===== src/hw/vcub_pkg.sv =====
// Shared constants for the virtual serial bridge and its target end.
// Assumes one 20 MHz system clock shared by both ends.
package vcub_pkg;
  localparam int CLK_HZ = 20_000_000;
  localparam int DATA_W = 8;
  localparam int FIFO_DEPTH = 16;
  localparam int DIV_W = 12;
  localparam int BAUD_DEFAULT = 115_200;
  localparam int BAUD_MIN = 9_600;
  localparam int BAUD_MAX = 921_600;
  // Cycles per bit; rounding down keeps the slowest rate legal
  localparam logic [DIV_W-1:0] DIV_DEFAULT = DIV_W'(CLK_HZ / BAUD_DEFAULT);
  localparam logic [DIV_W-1:0] DIV_SLOWEST = DIV_W'(CLK_HZ / BAUD_MIN);
  localparam logic [DIV_W-1:0] DIV_FASTEST = DIV_W'(CLK_HZ / BAUD_MAX);
  localparam int FRAME_BITS = 10;
  localparam logic [3:0] TX_LAST_BIT = 4'(FRAME_BITS - 1);
  localparam logic [2:0] RX_LAST_BIT = 3'(DATA_W - 1);
  // Handshake mode: bit 0 drives clear-to-send, bit 1 honours request-to-send
  localparam int HS_DRIVE_BIT = 0;
  localparam int HS_HONOR_BIT = 1;
  localparam logic [1:0] HS_DISABLED = 2'h0;
  localparam logic [1:0] HS_RTS = 2'h1;
  localparam logic [1:0] HS_CTS = 2'h2;
  localparam logic [1:0] HS_RTSCTS = 2'h3;
  localparam logic [1:0] HS_DEFAULT = HS_DISABLED;
  localparam logic [1:0] TGT_SLOTS = 2'h2;
endpackage : vcub_pkg


===== src/hw/vcub_link_if.sv =====
// Serial link between the bridge and the target: two data lines,
// two handshake lines and one enable.
// Assumes the clear-to-send wire is pulled high when nobody drives it.
`timescale 1ns/10ps
interface vcub_link_if;
  logic tgt_tx;   // Target to bridge serial data
  logic tgt_rx;   // Bridge to target serial data
  logic cts_n_o;  // Clear-to-send value from bridge
  logic cts_n_oe; // Bridge drives clear-to-send
  logic cts_n;    // Resolved clear-to-send, low = go
  logic rts_n;    // Request-to-send from target, low = ready
  logic enable;   // Interface enable from target, high = on

  assign cts_n = cts_n_oe ? cts_n_o : 1'b1;

  modport bridge (input tgt_tx, input rts_n, input enable, output tgt_rx, output cts_n_o, output cts_n_oe);
  modport target (output tgt_tx, output rts_n, output enable, input tgt_rx, input cts_n);
endinterface : vcub_link_if


===== src/hw/vcub_bridge_end.sv =====
// Board-controller end of the serial bridge, with its receive FIFO and
// the transmit shifter that the target end reuses.
// Assumes link inputs are asynchronous pins and host streams are on sys_clk;
// the receive shifter lives in vcub_target_end.sv.
`timescale 1ns/10ps

module vcub_fifo #(
  parameter int W = 8,
  parameter int D = 16
) (
  input wire logic sys_clk,          // System clock
  input wire logic rst,              // Synchronous reset
  input wire logic [W-1:0] in_data,  // Write data
  input wire logic in_valid,         // Write request
  output logic in_ready,             // Space available
  output logic [W-1:0] out_data,     // Head word
  output logic out_valid,            // Head word present
  input wire logic out_ready         // Head word taken
);
  localparam int AW = $clog2(D);
  localparam int CW = $clog2(D + 1);
  typedef struct packed {
    logic [AW-1:0] wr;
    logic [AW-1:0] rd;
    logic [CW-1:0] cnt;
  } vcub_fifo_st_t;
  vcub_fifo_st_t s, next_s;
  logic [W-1:0] mem [D];
  logic push, pop;

  assign in_ready = s.cnt != CW'(D);
  assign out_valid = s.cnt != '0;
  assign out_data = mem[s.rd];
  assign push = in_valid && in_ready;
  assign pop = out_valid && out_ready;

  always_comb begin
    next_s = s;
    if (push) next_s.wr = (s.wr == AW'(D - 1)) ? '0 : s.wr + 1'b1;
    if (pop) next_s.rd = (s.rd == AW'(D - 1)) ? '0 : s.rd + 1'b1;
    next_s.cnt = s.cnt + CW'(push) - CW'(pop);
  end

  always_ff @(posedge sys_clk) begin
    if (rst) s <= '0;
    else s <= next_s;
    if (push) mem[s.wr] <= in_data;
  end
endmodule : vcub_fifo

module vcub_ser_tx (
  input wire logic sys_clk,                       // System clock
  input wire logic rst,                           // Synchronous reset
  input wire logic [vcub_pkg::DIV_W-1:0] div,     // Cycles per bit
  input wire logic go,                            // New character allowed
  input wire logic [vcub_pkg::DATA_W-1:0] data,   // Character to send
  input wire logic valid,                         // Character offered
  output logic ready,                             // Character taken
  output logic line                               // Serial output
);
  typedef enum logic [1:0] {TX_IDLE = 2'b01, TX_SHIFT = 2'b10} vcub_tx_state_t;
  typedef struct packed {
    vcub_tx_state_t st;
    logic [vcub_pkg::DIV_W-1:0] cnt;
    logic [3:0] bits;
    logic [vcub_pkg::FRAME_BITS-1:0] shreg;
  } vcub_tx_st_t;
  vcub_tx_st_t s, next_s;

  assign ready = (s.st == TX_IDLE) && go;
  assign line = s.shreg[0];

  always_comb begin
    next_s = s;
    case (s.st)
      TX_IDLE: begin
        if (valid && go) begin
          next_s.shreg = {1'b1, data, 1'b0};
          next_s.cnt = div - 1'b1;
          next_s.bits = '0;
          next_s.st = TX_SHIFT;
        end
      end
      TX_SHIFT: begin
        // Gate is not consulted here, so a started character always finishes
        if (s.cnt == '0) begin
          next_s.shreg = {1'b1, s.shreg[vcub_pkg::FRAME_BITS-1:1]};
          next_s.cnt = div - 1'b1;
          next_s.bits = s.bits + 1'b1;
          if (s.bits == vcub_pkg::TX_LAST_BIT) next_s.st = TX_IDLE;
        end else begin
          next_s.cnt = s.cnt - 1'b1;
        end
      end
      default: next_s.st = TX_IDLE;
    endcase
  end

  always_ff @(posedge sys_clk) begin
    if (rst) begin
      s <= '{st: TX_IDLE, cnt: '0, bits: '0, shreg: '1};
    end else begin
      s <= next_s;
    end
  end
endmodule : vcub_ser_tx

// Overview of operation
// - Reset to 115200 8N1, handshake off.
// - Baud 9600..921600; handshake per line selectable.
// - Target sends on tgt_tx, receives tgt_rx.
// - Clear-to-send deasserted while receive buffer full.
// - Target halts sending while clear-to-send deasserted.
// - Target asserts request-to-send only while its receive buffer is empty.
// - Bridge starts nothing while request-to-send deasserted.
// - Character already shifting always completes.
// - Target takes one more character after deasserting.
// - Disabled mode: clear-to-send undriven, request ignored.
// - Rts mode: drive clear-to-send, ignore request.
// - Cts mode: undriven clear-to-send, honour request.
// - Rtscts mode: drive clear-to-send and honour request.
// - Target must drive request-to-send when honoured.
// - Data passes only while enable active.
// - Socket has priority; USB idle while connected.
// - Four lines plus one enable.
module vcub_bridge_end (
  input wire logic sys_clk,                              // System clock, 20 MHz
  input wire logic rst,                                  // Synchronous reset, active high
  vcub_link_if.bridge link,                              // Link to target
  input wire logic cfg_load,                             // Load new configuration
  input wire logic [vcub_pkg::DIV_W-1:0] cfg_div,        // Cycles per bit to load
  input wire logic [1:0] cfg_hs,                         // Handshake mode to load
  output logic [vcub_pkg::DIV_W-1:0] cur_div,            // Active cycles per bit
  output logic [1:0] cur_hs,                             // Active handshake mode
  input wire logic sock_conn,                            // Socket connected
  input wire logic [vcub_pkg::DATA_W-1:0] usb_tx_data,   // USB byte to target
  input wire logic usb_tx_valid,                         // USB byte offered
  output logic usb_tx_ready,                             // USB byte taken
  output logic [vcub_pkg::DATA_W-1:0] usb_rx_data,       // Byte from target to USB
  output logic usb_rx_valid,                             // Byte for USB present
  input wire logic usb_rx_ready,                         // USB takes byte
  input wire logic [vcub_pkg::DATA_W-1:0] sock_tx_data,  // Socket byte to target
  input wire logic sock_tx_valid,                        // Socket byte offered
  output logic sock_tx_ready,                            // Socket byte taken
  output logic [vcub_pkg::DATA_W-1:0] sock_rx_data,      // Byte from target to socket
  output logic sock_rx_valid,                            // Byte for socket present
  input wire logic sock_rx_ready                         // Socket takes byte
);
  typedef struct packed {
    logic [vcub_pkg::DIV_W-1:0] div;
    logic [1:0] hs;
    logic txd_m, txd_s;
    logic rts_m, rts_s;
    logic en_m, en_s;
  } vcub_bridge_st_t;
  vcub_bridge_st_t s, next_s;

  logic tx_go, tx_valid, tx_ready;
  logic [vcub_pkg::DATA_W-1:0] tx_data, rx_data, fifo_data;
  logic rx_valid, fifo_in_ready, fifo_valid, fifo_ready;

  always_comb begin
    next_s = s;
    next_s.txd_m = link.tgt_tx;
    next_s.txd_s = s.txd_m;
    next_s.rts_m = link.rts_n;
    next_s.rts_s = s.rts_m;
    next_s.en_m = link.enable;
    next_s.en_s = s.en_m;
    // Out-of-range rates are refused and the old setting kept
    if (cfg_load && cfg_div >= vcub_pkg::DIV_FASTEST && cfg_div <= vcub_pkg::DIV_SLOWEST) begin
      next_s.div = cfg_div;
      next_s.hs = cfg_hs;
    end
  end

  always_ff @(posedge sys_clk) begin
    if (rst) begin
      s <= '{div: vcub_pkg::DIV_DEFAULT, hs: vcub_pkg::HS_DEFAULT,
             txd_m: 1'b1, txd_s: 1'b1, rts_m: 1'b1, rts_s: 1'b1, en_m: 1'b0, en_s: 1'b0};
    end else begin
      s <= next_s;
    end
  end

  assign cur_div = s.div;
  assign cur_hs = s.hs;

  // Host side: one channel at a time, socket first
  assign tx_data = sock_conn ? sock_tx_data : usb_tx_data;
  assign tx_valid = sock_conn ? sock_tx_valid : usb_tx_valid;
  assign sock_tx_ready = sock_conn && tx_ready;
  assign usb_tx_ready = !sock_conn && tx_ready;
  assign sock_rx_data = fifo_data;
  assign usb_rx_data = fifo_data;
  assign sock_rx_valid = sock_conn && fifo_valid;
  assign usb_rx_valid = !sock_conn && fifo_valid;
  assign fifo_ready = sock_conn ? sock_rx_ready : usb_rx_ready;

  // Request-to-send only matters in the cts and rtscts modes
  assign tx_go = s.en_s && (!s.hs[vcub_pkg::HS_HONOR_BIT] || !s.rts_s);

  // Clear-to-send is driven only in the rts and rtscts modes
  assign link.cts_n_oe = s.hs[vcub_pkg::HS_DRIVE_BIT];
  assign link.cts_n_o = !fifo_in_ready;

  vcub_ser_tx u_tx (
    .sys_clk(sys_clk),
    .rst(rst),
    .div(s.div),
    .go(tx_go),
    .data(tx_data),
    .valid(tx_valid),
    .ready(tx_ready),
    .line(link.tgt_rx)
  );

  vcub_ser_rx u_rx (
    .sys_clk(sys_clk),
    .rst(rst),
    .div(s.div),
    .en(s.en_s),
    .line(s.txd_s),
    .data(rx_data),
    .valid(rx_valid)
  );

  // A byte arriving while full is lost; with clear-to-send off that is the target's risk
  vcub_fifo #(.W(vcub_pkg::DATA_W), .D(vcub_pkg::FIFO_DEPTH)) u_fifo (
    .sys_clk(sys_clk),
    .rst(rst),
    .in_data(rx_data),
    .in_valid(rx_valid),
    .in_ready(fifo_in_ready),
    .out_data(fifo_data),
    .out_valid(fifo_valid),
    .out_ready(fifo_ready)
  );
endmodule : vcub_bridge_end


===== src/hw/vcub_target_end.sv =====


module vcub_ser_rx (
  input wire logic sys_clk,                       // System clock
  input wire logic rst,                           // Synchronous reset
  input wire logic [vcub_pkg::DIV_W-1:0] div,     // Cycles per bit
  input wire logic en,                            // Start bits accepted
  input wire logic line,                          // Synchronised serial input
  output logic [vcub_pkg::DATA_W-1:0] data,       // Received character
  output logic valid                              // One-cycle receive strobe
);
  typedef enum logic [3:0] {
    RX_IDLE = 4'h1, RX_START = 4'h2, RX_DATA = 4'h4, RX_STOP = 4'h8
  } vcub_rx_state_t;
  typedef struct packed {
    vcub_rx_state_t st;
    logic [vcub_pkg::DIV_W-1:0] cnt;
    logic [2:0] bits;
    logic [vcub_pkg::DATA_W-1:0] shreg;
    logic [vcub_pkg::DATA_W-1:0] data;
    logic valid;
  } vcub_rx_st_t;
  vcub_rx_st_t s, next_s;

  assign data = s.data;
  assign valid = s.valid;

  always_comb begin
    next_s = s;
    next_s.valid = 1'h0;
    case (s.st)
      RX_IDLE: begin
        if (en && !line) begin
          next_s.cnt = div >> 1;
          next_s.st = RX_START;
        end
      end
      RX_START: begin
        // Recheck mid-bit so a glitch is not taken as a start
        if (s.cnt != '0) next_s.cnt = s.cnt - 1'h1;
        else if (line) next_s.st = RX_IDLE;
        else begin
          next_s.cnt = div - 1'h1;
          next_s.bits = '0;
          next_s.st = RX_DATA;
        end
      end
      RX_DATA: begin
        if (s.cnt != '0) next_s.cnt = s.cnt - 1'h1;
        else begin
          next_s.shreg = {line, s.shreg[vcub_pkg::DATA_W-1:1]};
          next_s.cnt = div - 1'h1;
          next_s.bits = s.bits + 1'h1;
          if (s.bits == vcub_pkg::RX_LAST_BIT) next_s.st = RX_STOP;
        end
      end
      RX_STOP: begin
        if (s.cnt != '0) next_s.cnt = s.cnt - 1'h1;
        else begin
          // A low stop bit is a framing error; the character is dropped
          next_s.valid = line;
          next_s.data = line ? s.shreg : s.data;
          next_s.st = RX_IDLE;
        end
      end
      default: next_s.st = RX_IDLE;
    endcase
  end

  always_ff @(posedge sys_clk) begin
    if (rst) s <= '{st: RX_IDLE, cnt: '0, bits: '0, shreg: '0, data: '0, valid: 1'h0};
    else s <= next_s;
  end
endmodule : vcub_ser_rx


===== src/flat_wrapper.sv =====
// flat-port wrapper written by rule: the top's interface ports become plain ports
module vcub_bridge_end_flat 
  (sys_clk, rst, cfg_load, cfg_div, cfg_hs, cur_div, cur_hs, sock_conn, usb_tx_data, usb_tx_valid, usb_tx_ready, usb_rx_data, usb_rx_valid, usb_rx_ready, sock_tx_data, sock_tx_valid, sock_tx_ready, sock_rx_data, sock_rx_valid, sock_rx_ready, link_tgt_tx, link_rts_n, link_enable, link_tgt_rx, link_cts_n_o, link_cts_n_oe);
  vcub_link_if link_i ();
  input wire logic sys_clk;
  input wire logic rst;
  input wire logic cfg_load;
  input wire logic [vcub_pkg::DIV_W-1:0] cfg_div;
  input wire logic [1:0] cfg_hs;
  output logic [vcub_pkg::DIV_W-1:0] cur_div;
  output logic [1:0] cur_hs;
  input wire logic sock_conn;
  input wire logic [vcub_pkg::DATA_W-1:0] usb_tx_data;
  input wire logic usb_tx_valid;
  output logic usb_tx_ready;
  output logic [vcub_pkg::DATA_W-1:0] usb_rx_data;
  output logic usb_rx_valid;
  input wire logic usb_rx_ready;
  input wire logic [vcub_pkg::DATA_W-1:0] sock_tx_data;
  input wire logic sock_tx_valid;
  output logic sock_tx_ready;
  output logic [vcub_pkg::DATA_W-1:0] sock_rx_data;
  output logic sock_rx_valid;
  input wire logic sock_rx_ready;
  input wire logic [$bits(link_i.tgt_tx)-1:0] link_tgt_tx;
  input wire logic [$bits(link_i.rts_n)-1:0] link_rts_n;
  input wire logic [$bits(link_i.enable)-1:0] link_enable;
  output wire logic [$bits(link_i.tgt_rx)-1:0] link_tgt_rx;
  output wire logic [$bits(link_i.cts_n_o)-1:0] link_cts_n_o;
  output wire logic [$bits(link_i.cts_n_oe)-1:0] link_cts_n_oe;
  assign link_i.tgt_tx = link_tgt_tx;
  assign link_i.rts_n = link_rts_n;
  assign link_i.enable = link_enable;
  assign link_tgt_rx = link_i.tgt_rx;
  assign link_cts_n_o = link_i.cts_n_o;
  assign link_cts_n_oe = link_i.cts_n_oe;
  vcub_bridge_end u_core (.sys_clk(sys_clk), .rst(rst), .link(link_i), .cfg_load(cfg_load), .cfg_div(cfg_div), .cfg_hs(cfg_hs), .cur_div(cur_div), .cur_hs(cur_hs), .sock_conn(sock_conn), .usb_tx_data(usb_tx_data), .usb_tx_valid(usb_tx_valid), .usb_tx_ready(usb_tx_ready), .usb_rx_data(usb_rx_data), .usb_rx_valid(usb_rx_valid), .usb_rx_ready(usb_rx_ready), .sock_tx_data(sock_tx_data), .sock_tx_valid(sock_tx_valid), .sock_tx_ready(sock_tx_ready), .sock_rx_data(sock_rx_data), .sock_rx_valid(sock_rx_valid), .sock_rx_ready(sock_rx_ready));
endmodule

===== config.mk =====
export PLATFORM = sky130hd
export DESIGN_NAME = vcub_bridge_end_flat
export DESIGN_NICKNAME = d
export VERILOG_FILES = /design/src/hw/vcub_pkg.sv /design/src/hw/vcub_link_if.sv /design/src/hw/vcub_bridge_end.sv /design/src/hw/vcub_target_end.sv /design/src/flat_wrapper.sv
export SDC_FILE = /design/constraint.sdc
export NUM_CORES = 1
export LEC_CHECK = 0
export BUFFER_PORTS_ARGS = -buffer_cell sky130_fd_sc_hd__buf_4
export CAP_MARGIN = 20
export CORE_MARGIN = 2
export CORE_UTILIZATION = 55
export DETAILED_ROUTE_END_ITERATION = 12
export GPL_ROUTABILITY_DRIVEN = 0
export PLACE_DENSITY = 0.74
export RECOVER_POWER = 25
export SYNTH_ARGS = -nofsm -noshare
export SYNTH_HDL_FRONTEND = slang
export SYNTH_SLANG_ARGS = --single-unit

===== constraint.sdc =====
create_clock -name sys_clk -period 3.1 [get_ports sys_clk]
set_input_delay 0.31 -clock sys_clk [delete_from_list [all_inputs] [get_ports sys_clk]]
set_output_delay 0.31 -clock sys_clk [all_outputs]
set_load 0.01 [all_outputs]

Yosys cells after proc, flatten, opt, wreduce, memory -nomap -nowiden
Memories as Yosys holds them, arrays and structs flattened. A register that Yosys moved wholly into a read port is not among the register bits.
Cells that the tools add are included.
{ "classes": {"add_sub_neg": 9, "n_lt_le_gt_ge": 2, "eq_ne": 22, "n_mux": 31, "bitwise": 2, "reduce_logical": 33} }
{ "op_table": {"columns": ["cell", "count"], "rows": [
  ["one-hot mux 26 bit (2 select lines)", 1],
  ["two-way mux 12 bit", 4],
  ["one-hot mux 12 bit (4 select lines)", 1],
  ["subtractor 12 x 1 -> 12 bit (second input constant)", 3],
  ["two-way mux 4 bit", 8],
  ["two-way mux 28 bit", 1],
  ["!= test 2 bit (second input constant)", 9],
  ["equality test 4 bit (second input constant)", 4],
  ["two-way mux 16 bit", 1],
  ["one-hot mux 4 bit (4 select lines)", 1],
  ["two-way mux 15 bit", 1],
  ["two-way mux 14 bit", 1],
  ["adder 4 x 1 -> 4 bit (second input constant)", 3],
  ["greater-or-equal comparator 12 x 5 -> 1 bit (second input constant)", 1],
  ["<= comparator 12 bit (second input constant)", 1],
  ["logical AND 1 bit", 12],
  ["zero test 12 bit", 1],
  ["nonzero test 12 bit", 1],
  ["two-way mux 11 bit", 1],
  ["AND reduction 3 bit", 3],
  ["two-way mux 8 bit", 1],
  ["AND reduction 4 bit", 2],
  ["two-way mux 3 bit", 2],
  ["one-hot mux 3 bit (2 select lines)", 1],
  ["other kinds (24)", 35]
]} }
{ "totals": {"ff_bits": 97, "ramBits": 128, "output_inout_bits": 37, "wordCells": 121, "n_memories": 1} }
{ "memory_table": {"columns": ["name", "words", "width", "read_ports", "rd_clocked_by_memory_dff", "wr", "line_no", "text"], "rows": [
  ["u_core.u_fifo.mem", 16, 8, 1, 1, 1, "vcub_bridge_end.sv:28", "logic [W-1:0] mem [D];"]
]} }

Logic depth before layout (Yosys ltp)
Gate-level depths: netlist (run 1).
{ "depth": {"word_depth": 6, "ltp_mapped": 16, "depth_no_buf": 15} }

Modules after synthesis
From an unflattened synthesis (run 1), not the netlist that was laid out.
{ "hier_totals": {"hier_cells": 899, "hier_area_um2": 10760.3} }
{ "by_module_without_submodules": {"columns": ["module", "instances", "cells_each", "area_per_inst_um2", "seq_area_each_um2"], "rows": [
  ["vcub_fifo", 1, 305, 5818.1, 4184.0],
  ["vcub_ser_rx", 1, 263, 2155.8, 720.7],
  ["vcub_ser_tx", 1, 211, 1641.6, 540.5],
  ["vcub_bridge_end", 1, 120, 1144.8, 400.4]
]} }

Worst setup path after synthesis (run 1)
OpenSTA, ideal clock, no wires.
{ "synth_path": {"path_type": "reg-to-reg", "from": "reg u_core.u_fifo.s[3] in the netlist's numbering", "to": "reg u_core.u_fifo.s[4] in the netlist's numbering", "setup_ns": 0.132, "arrival_ns": 2.576, "setup_slack_ns": 0.392, "stages_incl_launch_ff": 17, "path_cell_list": "dfxtp_1 > inv_1 > ha_1 > nor4bb_1 > nor2b_1 > clkbuf_1 > inv_1 > ha_1 > inv_1 > ha_1 > inv_1 > fa_1 > inv_1 > a21oi_1 > nor2_1 > or3_1 > a21oi_1"} }
{ "synth_via": {"elab_chain_len": 4} }
{ "synth_lines": {"columns": ["element", "line_no", "text"], "rows": [
  ["start: declaration", "vcub_bridge_end.sv:27", "vcub_fifo_st_t s, next_s;"],
  ["start signal: assignment", "vcub_bridge_end.sv:46", "else s <= next_s;"],
  ["!= test 5 bit", "vcub_bridge_end.sv:31", "assign in_ready = s.cnt != CW'(D);"],
  ["logical AND 1 bit", "vcub_bridge_end.sv:34", "assign push = in_valid && in_ready;"],
  ["adder 5 x 1 -> 5 bit", "vcub_bridge_end.sv:41", "next_s.cnt = s.cnt + CW'(push) - CW'(pop);"],
  ["subtractor 5 x 1 -> 5 bit (*)", "vcub_bridge_end.sv:41", null]
]} }
Every way passes the cells marked *; elsewhere a longest branch is shown, timed or not.
A chain may end at the register's enable or synchronous reset.

Worst setup path in the final report (run 1)
Ends and elaborated chain as after synthesis.

==> metrics.md, run 1 <==
| Metric | Value |
|---|---|
| Crit-path max FO | 5 |
| Grt total ovfl | 0 |
| Avg WL per Cell | 19.13 um |
| First-pass DRT Iterations | 5 |
| CP required | roughly 3500 ps |
| Largest net degree at the start of global routing | 59 |
| DIE HEIGHT | 140.4 um |
| Total track usage | 0.2204 |
| Starting Density | 0.5655 |
| Synth-to-Final Area Change | 13.74% |
| Cell Chain, Critical Path | inv_1 -> ha_1 -> nor4b_1 -> nor2_1 -> ha_1 -> inv_1 -> ha_1 -> inv_1 -> fa_1 -> inv_1 -> a21oi_1 -> nor2_1 -> or3_1 -> a21oi_1 |
| Clock skew | ~11 ps |
| DIE WIDTH | 140.4 um |
| Vias | 6,928 |
| Mapped Cells | 833 |
| DP HPWL | 14,940 um |
| Place WS | around 280 ps |
| Vias in the first global route | 6,964 |
| Setup violators final | 0 |
| Number of CTS-inserted buffers | 24 |
| CTS root buf | clkbuf_16 |
| Fraction of layout cells with a size suffix above 1 | 0.2002 |
| Netlist Area Pre-Place | 0.01023 mm2 |
| Worst min-delay path class | input port to flop |
| Dominant synthesized flop cell | edfxtp_1 |
| Max-cap viol count | 0 |
| CTS sink cnt | 228 |
| Status | finished, final reports clean |
| Synth cell count leaders | 128 x edfxtp_1, 100 x dfxtp_1, 86 x nor2_1, 40 x mux4_2, 39 x nand2_1 |
| Slew headroom | 0.4464 |
| Nets | 950 |
| Max stage delay on crit path | 400 ps |
| Row count | 49 |
| Top cells by area, synth | edfxtp_1 38%, dfxtp_1 20%, mux4_2 8.8% |
| Count leader, synth | edfxtp_1 |
| Global-route wire length before repair | between 30,000 and 40,000 um |
| Final Hold Viols | 0 |
| Power density cells | 608.4 mW/mm2 |
| Core ar. | 0.01809 mm2 |
| Port bufs | 77 |
| Synth Area per Inst | 12.28 um2 |
| Critical path type | flop to flop |
| Worst Setup Start Kind | flop |
| P_leak | 4.140 nW |
| Via/cell ratio | just over 6 |
| WP data arrival | 3300 ps |
| Max Freq | 0.3499 GHz |
| Antenna violation net count after detailed routing | 0 |
| Total negative setup slack | 0 ps |
| Number of synthesized flops with an enable pin | 128 |
| Htree depth | 1 |
| Critical path capture point type | flop |
| Antenna diode count | 0 |
| CP max-delay cell | nor4b_1 |
| Worst-path clk slew | 60 ps |
| CTS Buffer Depth | 3 |
| Final WS setup | 242.2 ps |
| Layout fillers | 1,294 |
| Die area | 0.01970 mm2 |
| Synth Warn # | 0 |
| Synth top area share | 0.3758 |
| Share of the cycle needed by the critical path after routing | 0.9219 |
| Post-synth cell types | 66 |
| RSZ-0062 raised after global routing | no |
| Syn nets | 895 |
| I/O pins | 78 |
| Sequential area share after synthesis | 0.5716 |
| Post-CTS Setup Repair Bufs | 0 |
| Worst slew pin tran | 830.4 ps |
| DRC violations left | 0 |
| Latest clock arrival within the worst-skew pair | ~500 ps |
| Slew Limit Fails | 0 |
| DR iter-0 viols | 486 |
| Worst VDD drop | 433.2 uV |
| Asr flop ratio synth | 0 |
| Final worst path period need | 2858 ps |
| Initial antenna violation count | 0 |
| CTS tree | yes |
| Yosys top cell by area | edfxtp_1 |
| Post-Route WL | roughly 22,000 um |
| Synth Register Bits | ~230 |
| Cell mode on critical path | inv_1 |
per-layer routing:
metal | part of all wire | global-route usage | up-vias
met4 | 0.025 | 0.06805 | 0
met5 | 0 | 0 | -
met2 | 0.51 | 0.3950 | 232
met1 | 0.41 | 0.2786 | 3419
met3 | 0.050 | 0.03077 | 43
li1 | - | - | 3234
final cells by class:
class / count / area, um2 / area share
clock inverter: 3 / 32.53 / 0.002797
multi-input combinational: 508 / 3921 / 0.3371
clock buffer: 39 / 686.9 / 0.05905
inverter: 28 / 105.1 / 0.009035
timing repair buffer: 98 / 753.2 / 0.06475
sequential: 228 / 5847 / 0.5026
tap: 229 / 286.5 / 0.02463
sequential cells by signal (all words and copies together), names as in the netlist, named ones only:
register / count
u_core.u_rx.valid: 1
u_core.cur_hs: 2
u_core.u_fifo.s: 13
u_core.u_fifo.mem: 128
u_core.u_rx.data: 8
u_core.u_tx.line: 1
u_core.cur_div: 12
u_core.u_tx.s: 26
u_core.s: 3
u_core.u_rx.s: 27
u_core.next_s: 3
stage by stage:
stage	hold WS, ps	util	cell area [um2]	instances	power (mW)
global placement	392.2	0.6023	10890	1089	4.449
global route	9.926	0.6432	11630	1133	7.359
floorplan	389.5	-	10230	833	4.182
detailed placement	406.0	0.6023	10890	1089	4.509
CTS	7.396	0.6432	11630	1133	7.130
finish	11.53	0.6432	11630	1133	7.077
power breakdown:
| part | internal, mW | total [mW] | leakage (nW) | switching, mW |
|---|---|---|---|---|
| logic | 0.589 | 1.13 | 1.79 | 0.537 |
| clock network | 1.52 | 2.63 | 0.348 | 1.12 |
| registers | 3.23 | 3.32 | 2.00 | 0.0869 |
| total | 5.33 | 7.08 | 4.14 | 1.74 |
cell families after synthesis:
logic type	Yosys count	synth area share
mux	71	0.1185
fa+ha+maj	21	0.02643
buf+inv	97	0.04502
compound gates	148	0.09677
flops	228	0.5716
xor+xnor	18	0.01541
simple gates	250	0.1263
critical path: cells and delay by family, from the launching register on:
kind / cells / cell delay (ps)
AOI/OAI and AO/OA: 2 / 270
adders and majority gates: 4 / 890
buffers and inverters: 4 / 260
DFF: 1 / 320
and+or+nand+nor: 4 / 1050
cells in the final DEF, fill, tap and decap left out, types with 8 or more instances in the layout:
cell type and count:
a211o_1 12, a211oi_1 16, ha_1 20, mux4_2 40, xor2_1 10, clkbuf_16 24, edfxtp_1 128, nor3_1 33
mux2i_1 30, nor2_1 86, o21ai_0 29, or3_1 9, nor2b_1 12, inv_1 28, nand3_1 11, a21oi_1 36
dfxtp_1 99, nand2_1 39, buf_4 93, clkbuf_1 12, xnor2_1 8, nand2b_1 8
timing repair:
item / 4_1_cts / 5_1_grt
gates resized for setup: 0 / 0
endpoints found under the hold margin: 2 / 0
hold buffers: 2 / 0
final timing paths:
kind	depth (start not counted)	slack [ps]	from	end
max	14	240	u_core.u_fifo.s[3]	u_core.u_fifo.s[4]
min	2	10	link_enable	u_core.next_s[0]
max reg2reg	14	240	u_core.u_fifo.s[3]	u_core.u_fifo.s[4]
min reg2reg	1	410	u_core.next_s[2]	u_core.s[2]
(Power assumes the default switching activity.)
==> inputs of run 2 (changes only) <==
SYNTH_HIERARCHICAL = 1   (was not set)
==> run 2 against run 1 <==
  * Total power is 1.4% higher
  * Routed wire length down 0.45%
  * Clock-buffer cell count down 6
  * Non-clock buffer count shrank 6
  * Sequential share of layout area down 1.8 points
  * Flip-flop and latch count unchanged
  * Cell area grew 3.7%
  * Clock skew is 4.6 ps lower
  * Die area grew 5.1%
  * Largest cell class unchanged
  * Largest power group unchanged
==> metrics.md, run 2 <==
| Metric | Value |
|---|---|
| Starting Density | 0.5565 (-0.008953) |
| Worst-path clk slew | 60 ps (about the same) |
| Share of power burned in registers | 0.462 (-0.007) |
| Syn nets | 961 (+7.4%) |
| Synth Area per Inst | 11.97 um2 (-2.5%) |
| DRC violations left | 0 (unchanged) |
| DR iter-0 viols | 557 (+15%) |
| R2r endpoint | u_core/u_fifo/s[4] |
| WP data arrival | 3240 ps (-60 ps) |
| Port bufs | 77 (unchanged) |
| Power density cells | 594.9 mW/mm2 (-2.2%) |
| Critical path capture point type | flop |
| Asr flop ratio synth | 0 (unchanged) |
| Number of CTS-inserted buffers | 23 (-4.2%) |
| Mapped Cells | 899 (+7.9%) |
| Total track usage | 0.2111 (-0.009304) |
| Most frequent cells in the layout | 128 x edfxtp_1, 99 x dfxtp_1, 85 x buf_4 |
| Fin Hold WS | 62.76 ps (+51.23 ps) |
| Max Freq | 0.3509 GHz (+0.28%) |
| CTS root buf | clkbuf_16 |
| Sequential area share after synthesis | 0.5433 (-0.02831) |
| Core ar. | 0.01933 mm2 (+6.9%) |
| Synth top area share | 0.3572 (-0.01862) |
| Max-cap viol count | 0 (unchanged) |
| CTS tree | yes |
| Post-Route WL | 21,570 um (-0.45%) |
| Worst VDD drop | 389.3 uV (-10%) |
| RSZ-0062 raised after global routing | no |
| CTS Buffer Depth | 3 (unchanged) |
| Reg2Reg Depth | 14 (unchanged) |
| Via/cell ratio | 5.815 (-4.9%) |
| Critical path type | flop to flop |
| Count leader, synth | edfxtp_1 |
| Crit-path max FO | 6 (+1) |
| Synth Register Bits | 228 (unchanged) |
| I/O pins | 78 (unchanged) |
| Share of the cycle needed by the critical path after routing | 0.9193 (-0.002604) |
| Internal Power | 5.416 mW (+1.5%) |
| P_leak | 4.401 nW (+6.3%) |
| First-pass DRT Iterations | 7 (+2) |
| Top cells by area, synth | edfxtp_1 36%, dfxtp_1 19%, mux4_2 3.8% |
| Initial antenna violation count | 0 (unchanged) |
| Synth Warn # | 6 (+6) |
| Clock power frac | 0.381 (+0.009) |
| Dominant synthesized flop cell | edfxtp_1 |
| Global-route wire length before repair | 34,840 um (-0.77%) |
| CTS sink cnt | 228 (unchanged) |
| Critical Path End | u_core/u_fifo/s[4] |
| Die area | 0.02070 mm2 (+5.1%) |
| Slew Limit Fails | 0 (unchanged) |
| Top flop regs | u_core/u_fifo/mem: 128 flops, u_core/u_rx/s: 27 flops, u_core/u_tx/s: 26 flops |
| Final worst path period need | 2850 ps (-8.073 ps) |
| Logic pwr share | 0.157 (-0.002) |
| Status | finished, final reports clean |
| Worst reg2reg startpoint | u_core/u_fifo/s[2] |
| Final Core Density | 0.6238 (-0.01941) |
| Setup violators final | 0 (unchanged) |
| Clock skew | 6.682 ps (-4.589 ps) |
| CP required | 3490 ps (-50 ps) |
| Critical path origin | u_core/u_fifo/s[2] |
| Largest net degree at the start of global routing | 63 (+6.8%) |
| Yosys top cell by area | edfxtp_1 |
| Nets | 1,005 (+5.8%) |
| Final Hold Viols | 0 (unchanged) |
| Fraction of layout cells with a size suffix above 1 | 0.1773 (-0.02295) |
| Vias | 7,118 (+2.7%) |
| Row count | 51 (+4.1%) |
| DP HPWL | 14,080 um (-5.8%) |
| Post-synth cell types | 79 (+20%) |
| Commonest non-fill, non-tap cell in the layout | edfxtp_1 |
| Max reg flops | 128 (unchanged) |
| Number of synthesized flops with an enable pin | 128 (unchanged) |
| Total negative setup slack | 0 ps (unchanged) |
| DIE WIDTH | 143.9 um (+2.5%) |
| DIE HEIGHT | 143.9 um (+2.5%) |
| Vias in the first global route | 6,845 (-1.7%) |
| Worst slew pin tran | 866.4 ps (+36.02 ps) |
| Latest clock arrival within the worst-skew pair | 520 ps (about the same) |
| Slew headroom | 0.4224 (-0.02402) |
| Synth cell count leaders | 128 x edfxtp_1, 100 x dfxtp_1, 72 x nor2_1, 70 x nand2_1 |
| Net Sw Frac | 0.2451 (-0.001244) |
| Worst min-delay path class | input port to flop |
| Avg WL per Cell | 17.63 um (-7.9%) |
| Psw | 1.758 mW (+0.86%) |
| Layout fillers | 1,516 (+17%) |
| Worst Setup Start Kind | flop |
| Top reg by flops | u_core/u_fifo/mem |
| Synth-to-Final Area Change | 12.08% |
| Grt total ovfl | 0 (unchanged) |
| Antenna violation net count after detailed routing | 0 (unchanged) |
| Register-to-Register Setup Slack | 250 ps (about the same) |
| Netlist Area Pre-Place | 0.01076 mm2 (+5.2%) |
| Htree depth | 1 (unchanged) |
| Antenna diode count | 0 (unchanged) |
## run 2: cell types whose count changed after synthesis, moves of 11 or more
cell | previous run | this run
nand2_1 | 39 | 70
mux4_1 | 0 | 14
nand3_1 | 11 | 23
nor2_1 | 86 | 72
xnor2_1 | 8 | 21
mux4_2 | 40 | 18
nor3_1 | 33 | 21
nand2b_1 | 8 | 21
a211oi_1 | 16 | 5
a211o_1 | 12 | 0
a22oi_1 | 6 | 20
and2_1 | 2 | 15
## run 2: worst min-delay path by stage
| stage | from | end | slack (ps) | depth (start not counted) |
|---|---|---|---|---|
| global route | cfg_div[0] | u_core/cur_div[0] | 60 | 3 |
| detailed placement | u_core/next_s[2] | u_core/s[2] | 400 | 1 |
| floorplan | rst | u_core/u_fifo/s[0] | 380 | 1 |
| global placement | u_core/next_s[2] | u_core/s[2] | 390 | 1 |
| finish | cfg_div[0] | u_core/cur_div[0] | 60 | 3 |
| CTS | cfg_div[0] | u_core/cur_div[0] | 50 | 3 |
## run 2: per-stage QoR
step | instance area, um2 | std cells | worst slack [ps] | power (mW)
after global placement | 11280 | 1180 | 317.8 | 4.466
after floorplan | 10760 | 899 | 482.0 | 4.215
after detailed placement | 11280 | 1180 | 215.6 | 4.489
after global routing | 12060 | 1224 | 26.67 | 7.448
final | 12060 | 1224 | 250.3 | 7.174
after CTS | 12060 | 1224 | 180.7 | 7.218
## run 2: critical path, cell delays in order (launching register included)
cell and delay (ps):
dfxtp_1 310, inv_1 80, ha_1 180, or4b_4 510, nand2_1 170, inv_1 60
ha_1 260, inv_1 60, ha_1 150, inv_1 50, fa_1 370, nor2b_1 170
o21bai_1 110, a21oi_1 170, nor3b_1 70
## run 2: kinds of logic after synthesis
| kind of cell | count (synthesis) | synth area share |
|---|---|---|
| AO/OA/AOI/OAI | 140 | 0.09384 |
| adder cells (fa/ha/maj) | 21 | 0.02512 |
| multiplexers | 65 | 0.1038 |
| AND/OR/NAND/NOR | 311 | 0.1535 |
| flip-flops | 228 | 0.5433 |
| buffers and inverters | 105 | 0.05686 |
| XOR/XNOR | 29 | 0.02361 |
## run 2: layer usage
metal / vias up / global-route usage / share of wire / wire (um)
li1: 3412 / - / - / -
met5: - / 0 / 0 / 0
met4: 0 / 0.06140 / 0.024 / 525
met1: 3479 / 0.2804 / 0.44 / 9584
met3: 43 / 0.03032 / 0.044 / 953
met2: 184 / 0.3622 / 0.49 / 10510
## run 2: area by class of cell
| cell class | instances | area, um2 | area share |
|---|---|---|---|
| sequential | 228 | 5847 | 0.4848 |
| multi-input combinational | 566 | 4307 | 0.3571 |
| timing repair buffer | 92 | 710.7 | 0.05893 |
| clock buffer | 33 | 633.1 | 0.05250 |
| tap | 265 | 331.6 | 0.02749 |
| inverter | 32 | 120.1 | 0.009960 |
| clock inverter | 8 | 111.4 | 0.009233 |
## run 2: timing repair
action,4_1_cts,5_1_grt
setup endpoints to repair,0,1
gates resized for setup,0,1
endpoints found under the hold margin,3,0
buffers inserted,0,0
hold buffers,3,0
## run 2: power groups by stage
stage	Clock (mW)	Sequential, mW	Combinational, mW
finish	2.74	3.31	1.13
global route	2.89	3.32	1.23
CTS	2.78	3.31	1.13
detailed placement	0	3.37	1.12
global placement	0	3.37	1.09
floorplan	0	3.35	0.865
==> inputs of run 3 (changes only) <==
PLACE_DENSITY = 0.77   (was 0.74)
TNS_END_PERCENT = 1   (was not set)
clock period = 2.4 ns   (was 3.1 ns; I/O delays follow)
==> run 3 against run 2 <==
  * The run now ends with negative setup slack left
  * First-iteration DRC count shrank 12%
  * Final cell count up 5.1%
  * Die area unchanged
  * Core utilization increased by 3.3 points
  * Flip-flop and latch count unchanged
  * Clock-buffer cell count down 5
  * Cell area increased by 5.3%
  * Non-clock buffer count grew 61
  * Critical path type unchanged
  * Highest routed layer unchanged
==> metrics.md, run 3 (synthesized netlist as in run 2, its figures left out) <==
| Metric | Value |
|---|---|
| Area of the multi-input gates | 0.004461 mm2 (+3.6%) |
| Layout fillers | 1,429 (-5.7%) |
| Final worst path period need | 2511 ps (-338.6 ps) |
| Total negative setup slack | -426.7 ps (-426.7 ps) |
| Worst slew pin tran | 855.0 ps (-11.40 ps) |
| Antenna violation net count after detailed routing | 0 (unchanged) |
| CTS Buffer Depth | 3 (unchanged) |
| Worst min-delay path class | input port to flop |
| FF/Latch Area | 0.005849 mm2 (about the same) |
| Max-cap viol count | 0 (unchanged) |
| CP max-delay cell | or4b_4 |
| Slew Limit Fails | 0 (unchanged) |
| Vias in the first global route | 7,243 (+5.8%) |
| DIE HEIGHT | 143.9 um (unchanged) |
| Grt total ovfl | 0 (unchanged) |
| Slew headroom | 0.4288 (+0.006425) |
| Critical path capture point type | flop |
| Clock skew | 8.320 ps (+1.638 ps) |
| CTS tree | yes |
| Top flop regs | u_core/u_fifo/mem: 128 flops, u_core/u_rx/s: 27 flops, u_core/u_tx/s: 26 flops |
| Family with the most delay on the worst path | adder cells |
| Vias | 7,357 (+3.4%) |
| Global-route wire length before repair | 36,350 um (+4.3%) |
| Final Hold Viols | 0 (unchanged) |
| DP HPWL | 14,660 um (+4.1%) |
| Max stage delay on crit path | 480 ps (-30 ps) |
| Latest clock arrival within the worst-skew pair | 510 ps (about the same) |
| DR iter-0 viols | 491 (-12%) |
| Number of buffers and inverters on the critical path | 4 (unchanged) |
| Antenna diode count | 0 (unchanged) |
| Port bufs | 77 (unchanged) |
| I/O pins | 78 (unchanged) |
| Post-Route WL | 22,830 um (+5.8%) |
| Failing checks | negative setup slack |
| Initial antenna violation count | 0 (unchanged) |
| DIE WIDTH | 143.9 um (unchanged) |
| Post-DP Area | 0.01162 mm2 (+3.0%) |
| First-pass DRT Iterations | 5 (-2) |
| Core ar. | 0.01933 mm2 (unchanged) |
| Final WS setup | -111.2 ps (-361.4 ps) |
| Total track usage | 0.2214 (+0.01027) |
| CTS root buf | clkbuf_16 |
| Cell Chain, Critical Path | inv_2 -> ha_4 -> or4b_4 -> nand2_4 -> inv_2 -> ha_4 -> inv_4 -> ha_4 -> inv_2 -> fa_2 -> nor2b_4 -> o21bai_4 -> a21oi_2 -> nor3b_2 |
| CP required | 2800 ps (-690 ps) |
| DRC violations left | 0 (unchanged) |
| Worst-path clk slew | 60 ps (about the same) |
| RSZ-0062 raised after global routing | yes |
| CTS sink cnt | 228 (unchanged) |
| Max reg flops | 128 (unchanged) |
| Htree depth | 1 (unchanged) |
| Commonest non-fill, non-tap cell in the layout | buf_4 |
| Avg WL per Cell | 17.76 um (+0.74%) |
| Critical path type | flop to flop |
| Share of the cycle needed by the critical path after routing | 1.046 (+0.1270) |
| Starting Density | 0.5565 (unchanged) |
| Worst Setup Start Kind | flop |
| Row count | 51 (unchanged) |
| Top reg by flops | u_core/u_fifo/mem |
| Power density cells | 763.9 mW/mm2 (+28%) |
| Via/cell ratio | 5.721 (-1.6%) |
| Status | finished, violations left |
| Crit-path max FO | 2 (-4) |
| Largest net degree at the start of global routing | 43 (-32%) |
| Total power draw | 9.698 mW (+35%) |
| WP data arrival | 2910 ps (-330 ps) |
| Fraction of layout cells with a size suffix above 1 | 0.2586 (+0.08130) |
| P_leak | 4.681 nW (+6.4%) |
| Nets | 1,066 (+6.1%) |
| Number of CTS-inserted buffers | 23 (unchanged) |
| Most frequent cells in the layout | 134 x buf_4, 128 x edfxtp_1, 97 x dfxtp_1 |
| Max Freq | 0.3982 GHz (+13%) |
| Worst VDD drop | 553.9 uV (+42%) |
| Die area | 0.02070 mm2 (unchanged) |
| Setup violators final | 7 (+7) |
| Synth-to-Final Area Change | 17.99% |
| Post-route cell area | 0.01270 mm2 (+5.3%) |
## run 3: cell types whose count changed in the layout (fill, tap and decap cells not counted), sizes merged
cell         change
clkbuf           -5
buf             +52
bufinv           -1
clkinv           +8
dlygate4sd3      +9
clkinvlp         -1
## run 3: worst register-to-register path, cell delays in order (launching register included)
cell and delay (ps):
dfxtp_2 320, inv_2 80, ha_4 140, or4b_4 480, nand2_4 90, inv_2 50
ha_4 210, inv_4 50, ha_4 120, inv_2 40, fa_2 380, nor2b_4 160
o21bai_4 80, a21oi_2 140, nor3b_2 60
## run 3: stage by stage
stage	cells	util	hold slack [ps]	setup WS (ps)
after detailed placement	1220	0.6011	392.3	-272.0
after global placement	1220	0.6011	397.5	-151.2
after CTS	1285	0.6532	2.828	-200.2
after global routing	1286	0.6566	11.74	-219.0
after floorplan	899	-	311.6	-169.1
final	1286	0.6566	19.66	-111.2
## run 3: timing repair
item / in CTS / in global routing
hold endpoints to repair: 11 / 0
gates cloned: 0 / 0
setup buffers: 11 / 2
pin swaps: 14 / 13
endpoints found under the setup margin: 18 / 26
gates resized for setup: 38 / 10
hold buffers: 12 / 0
## run 3: cell type report
cell class                 instances  share of cell area
clock buffer                      28             0.04681
tap                              265             0.02612
timing repair buffer             153             0.09678
clock inverter                    14            0.008574
inverter                          32            0.009658
multi-input combinational        566              0.3513
sequential                       228              0.4607
## run 3: report_power, final
group          internal, mW  switching [mW]
sequential             4.18          0.0790
clock                  1.89            1.43
combinational          1.16           0.960
## run 3: worst paths after layout
check	startpoint	end	slack (ps)	cells after the start
min reg2reg	u_core/next_s[4]	u_core/s[4]	410	1
max	u_core/u_fifo/s[2]	u_core/u_fifo/s[4]	-110	14
max reg2reg	u_core/u_fifo/s[2]	u_core/u_fifo/s[4]	-110	14
min	cfg_div[4]	u_core/cur_div[4]	20	3
## run 3: per-layer routing
layer  up-vias  GRT usage  wire (um)  part of all wire
li1       3538          -          -                 -
met1      3578     0.2735       9654              0.42
met2       202     0.4023      11610              0.51
met3        39    0.03332        992             0.043
met4         0    0.06398        578             0.025
met5         -          0          0                 0
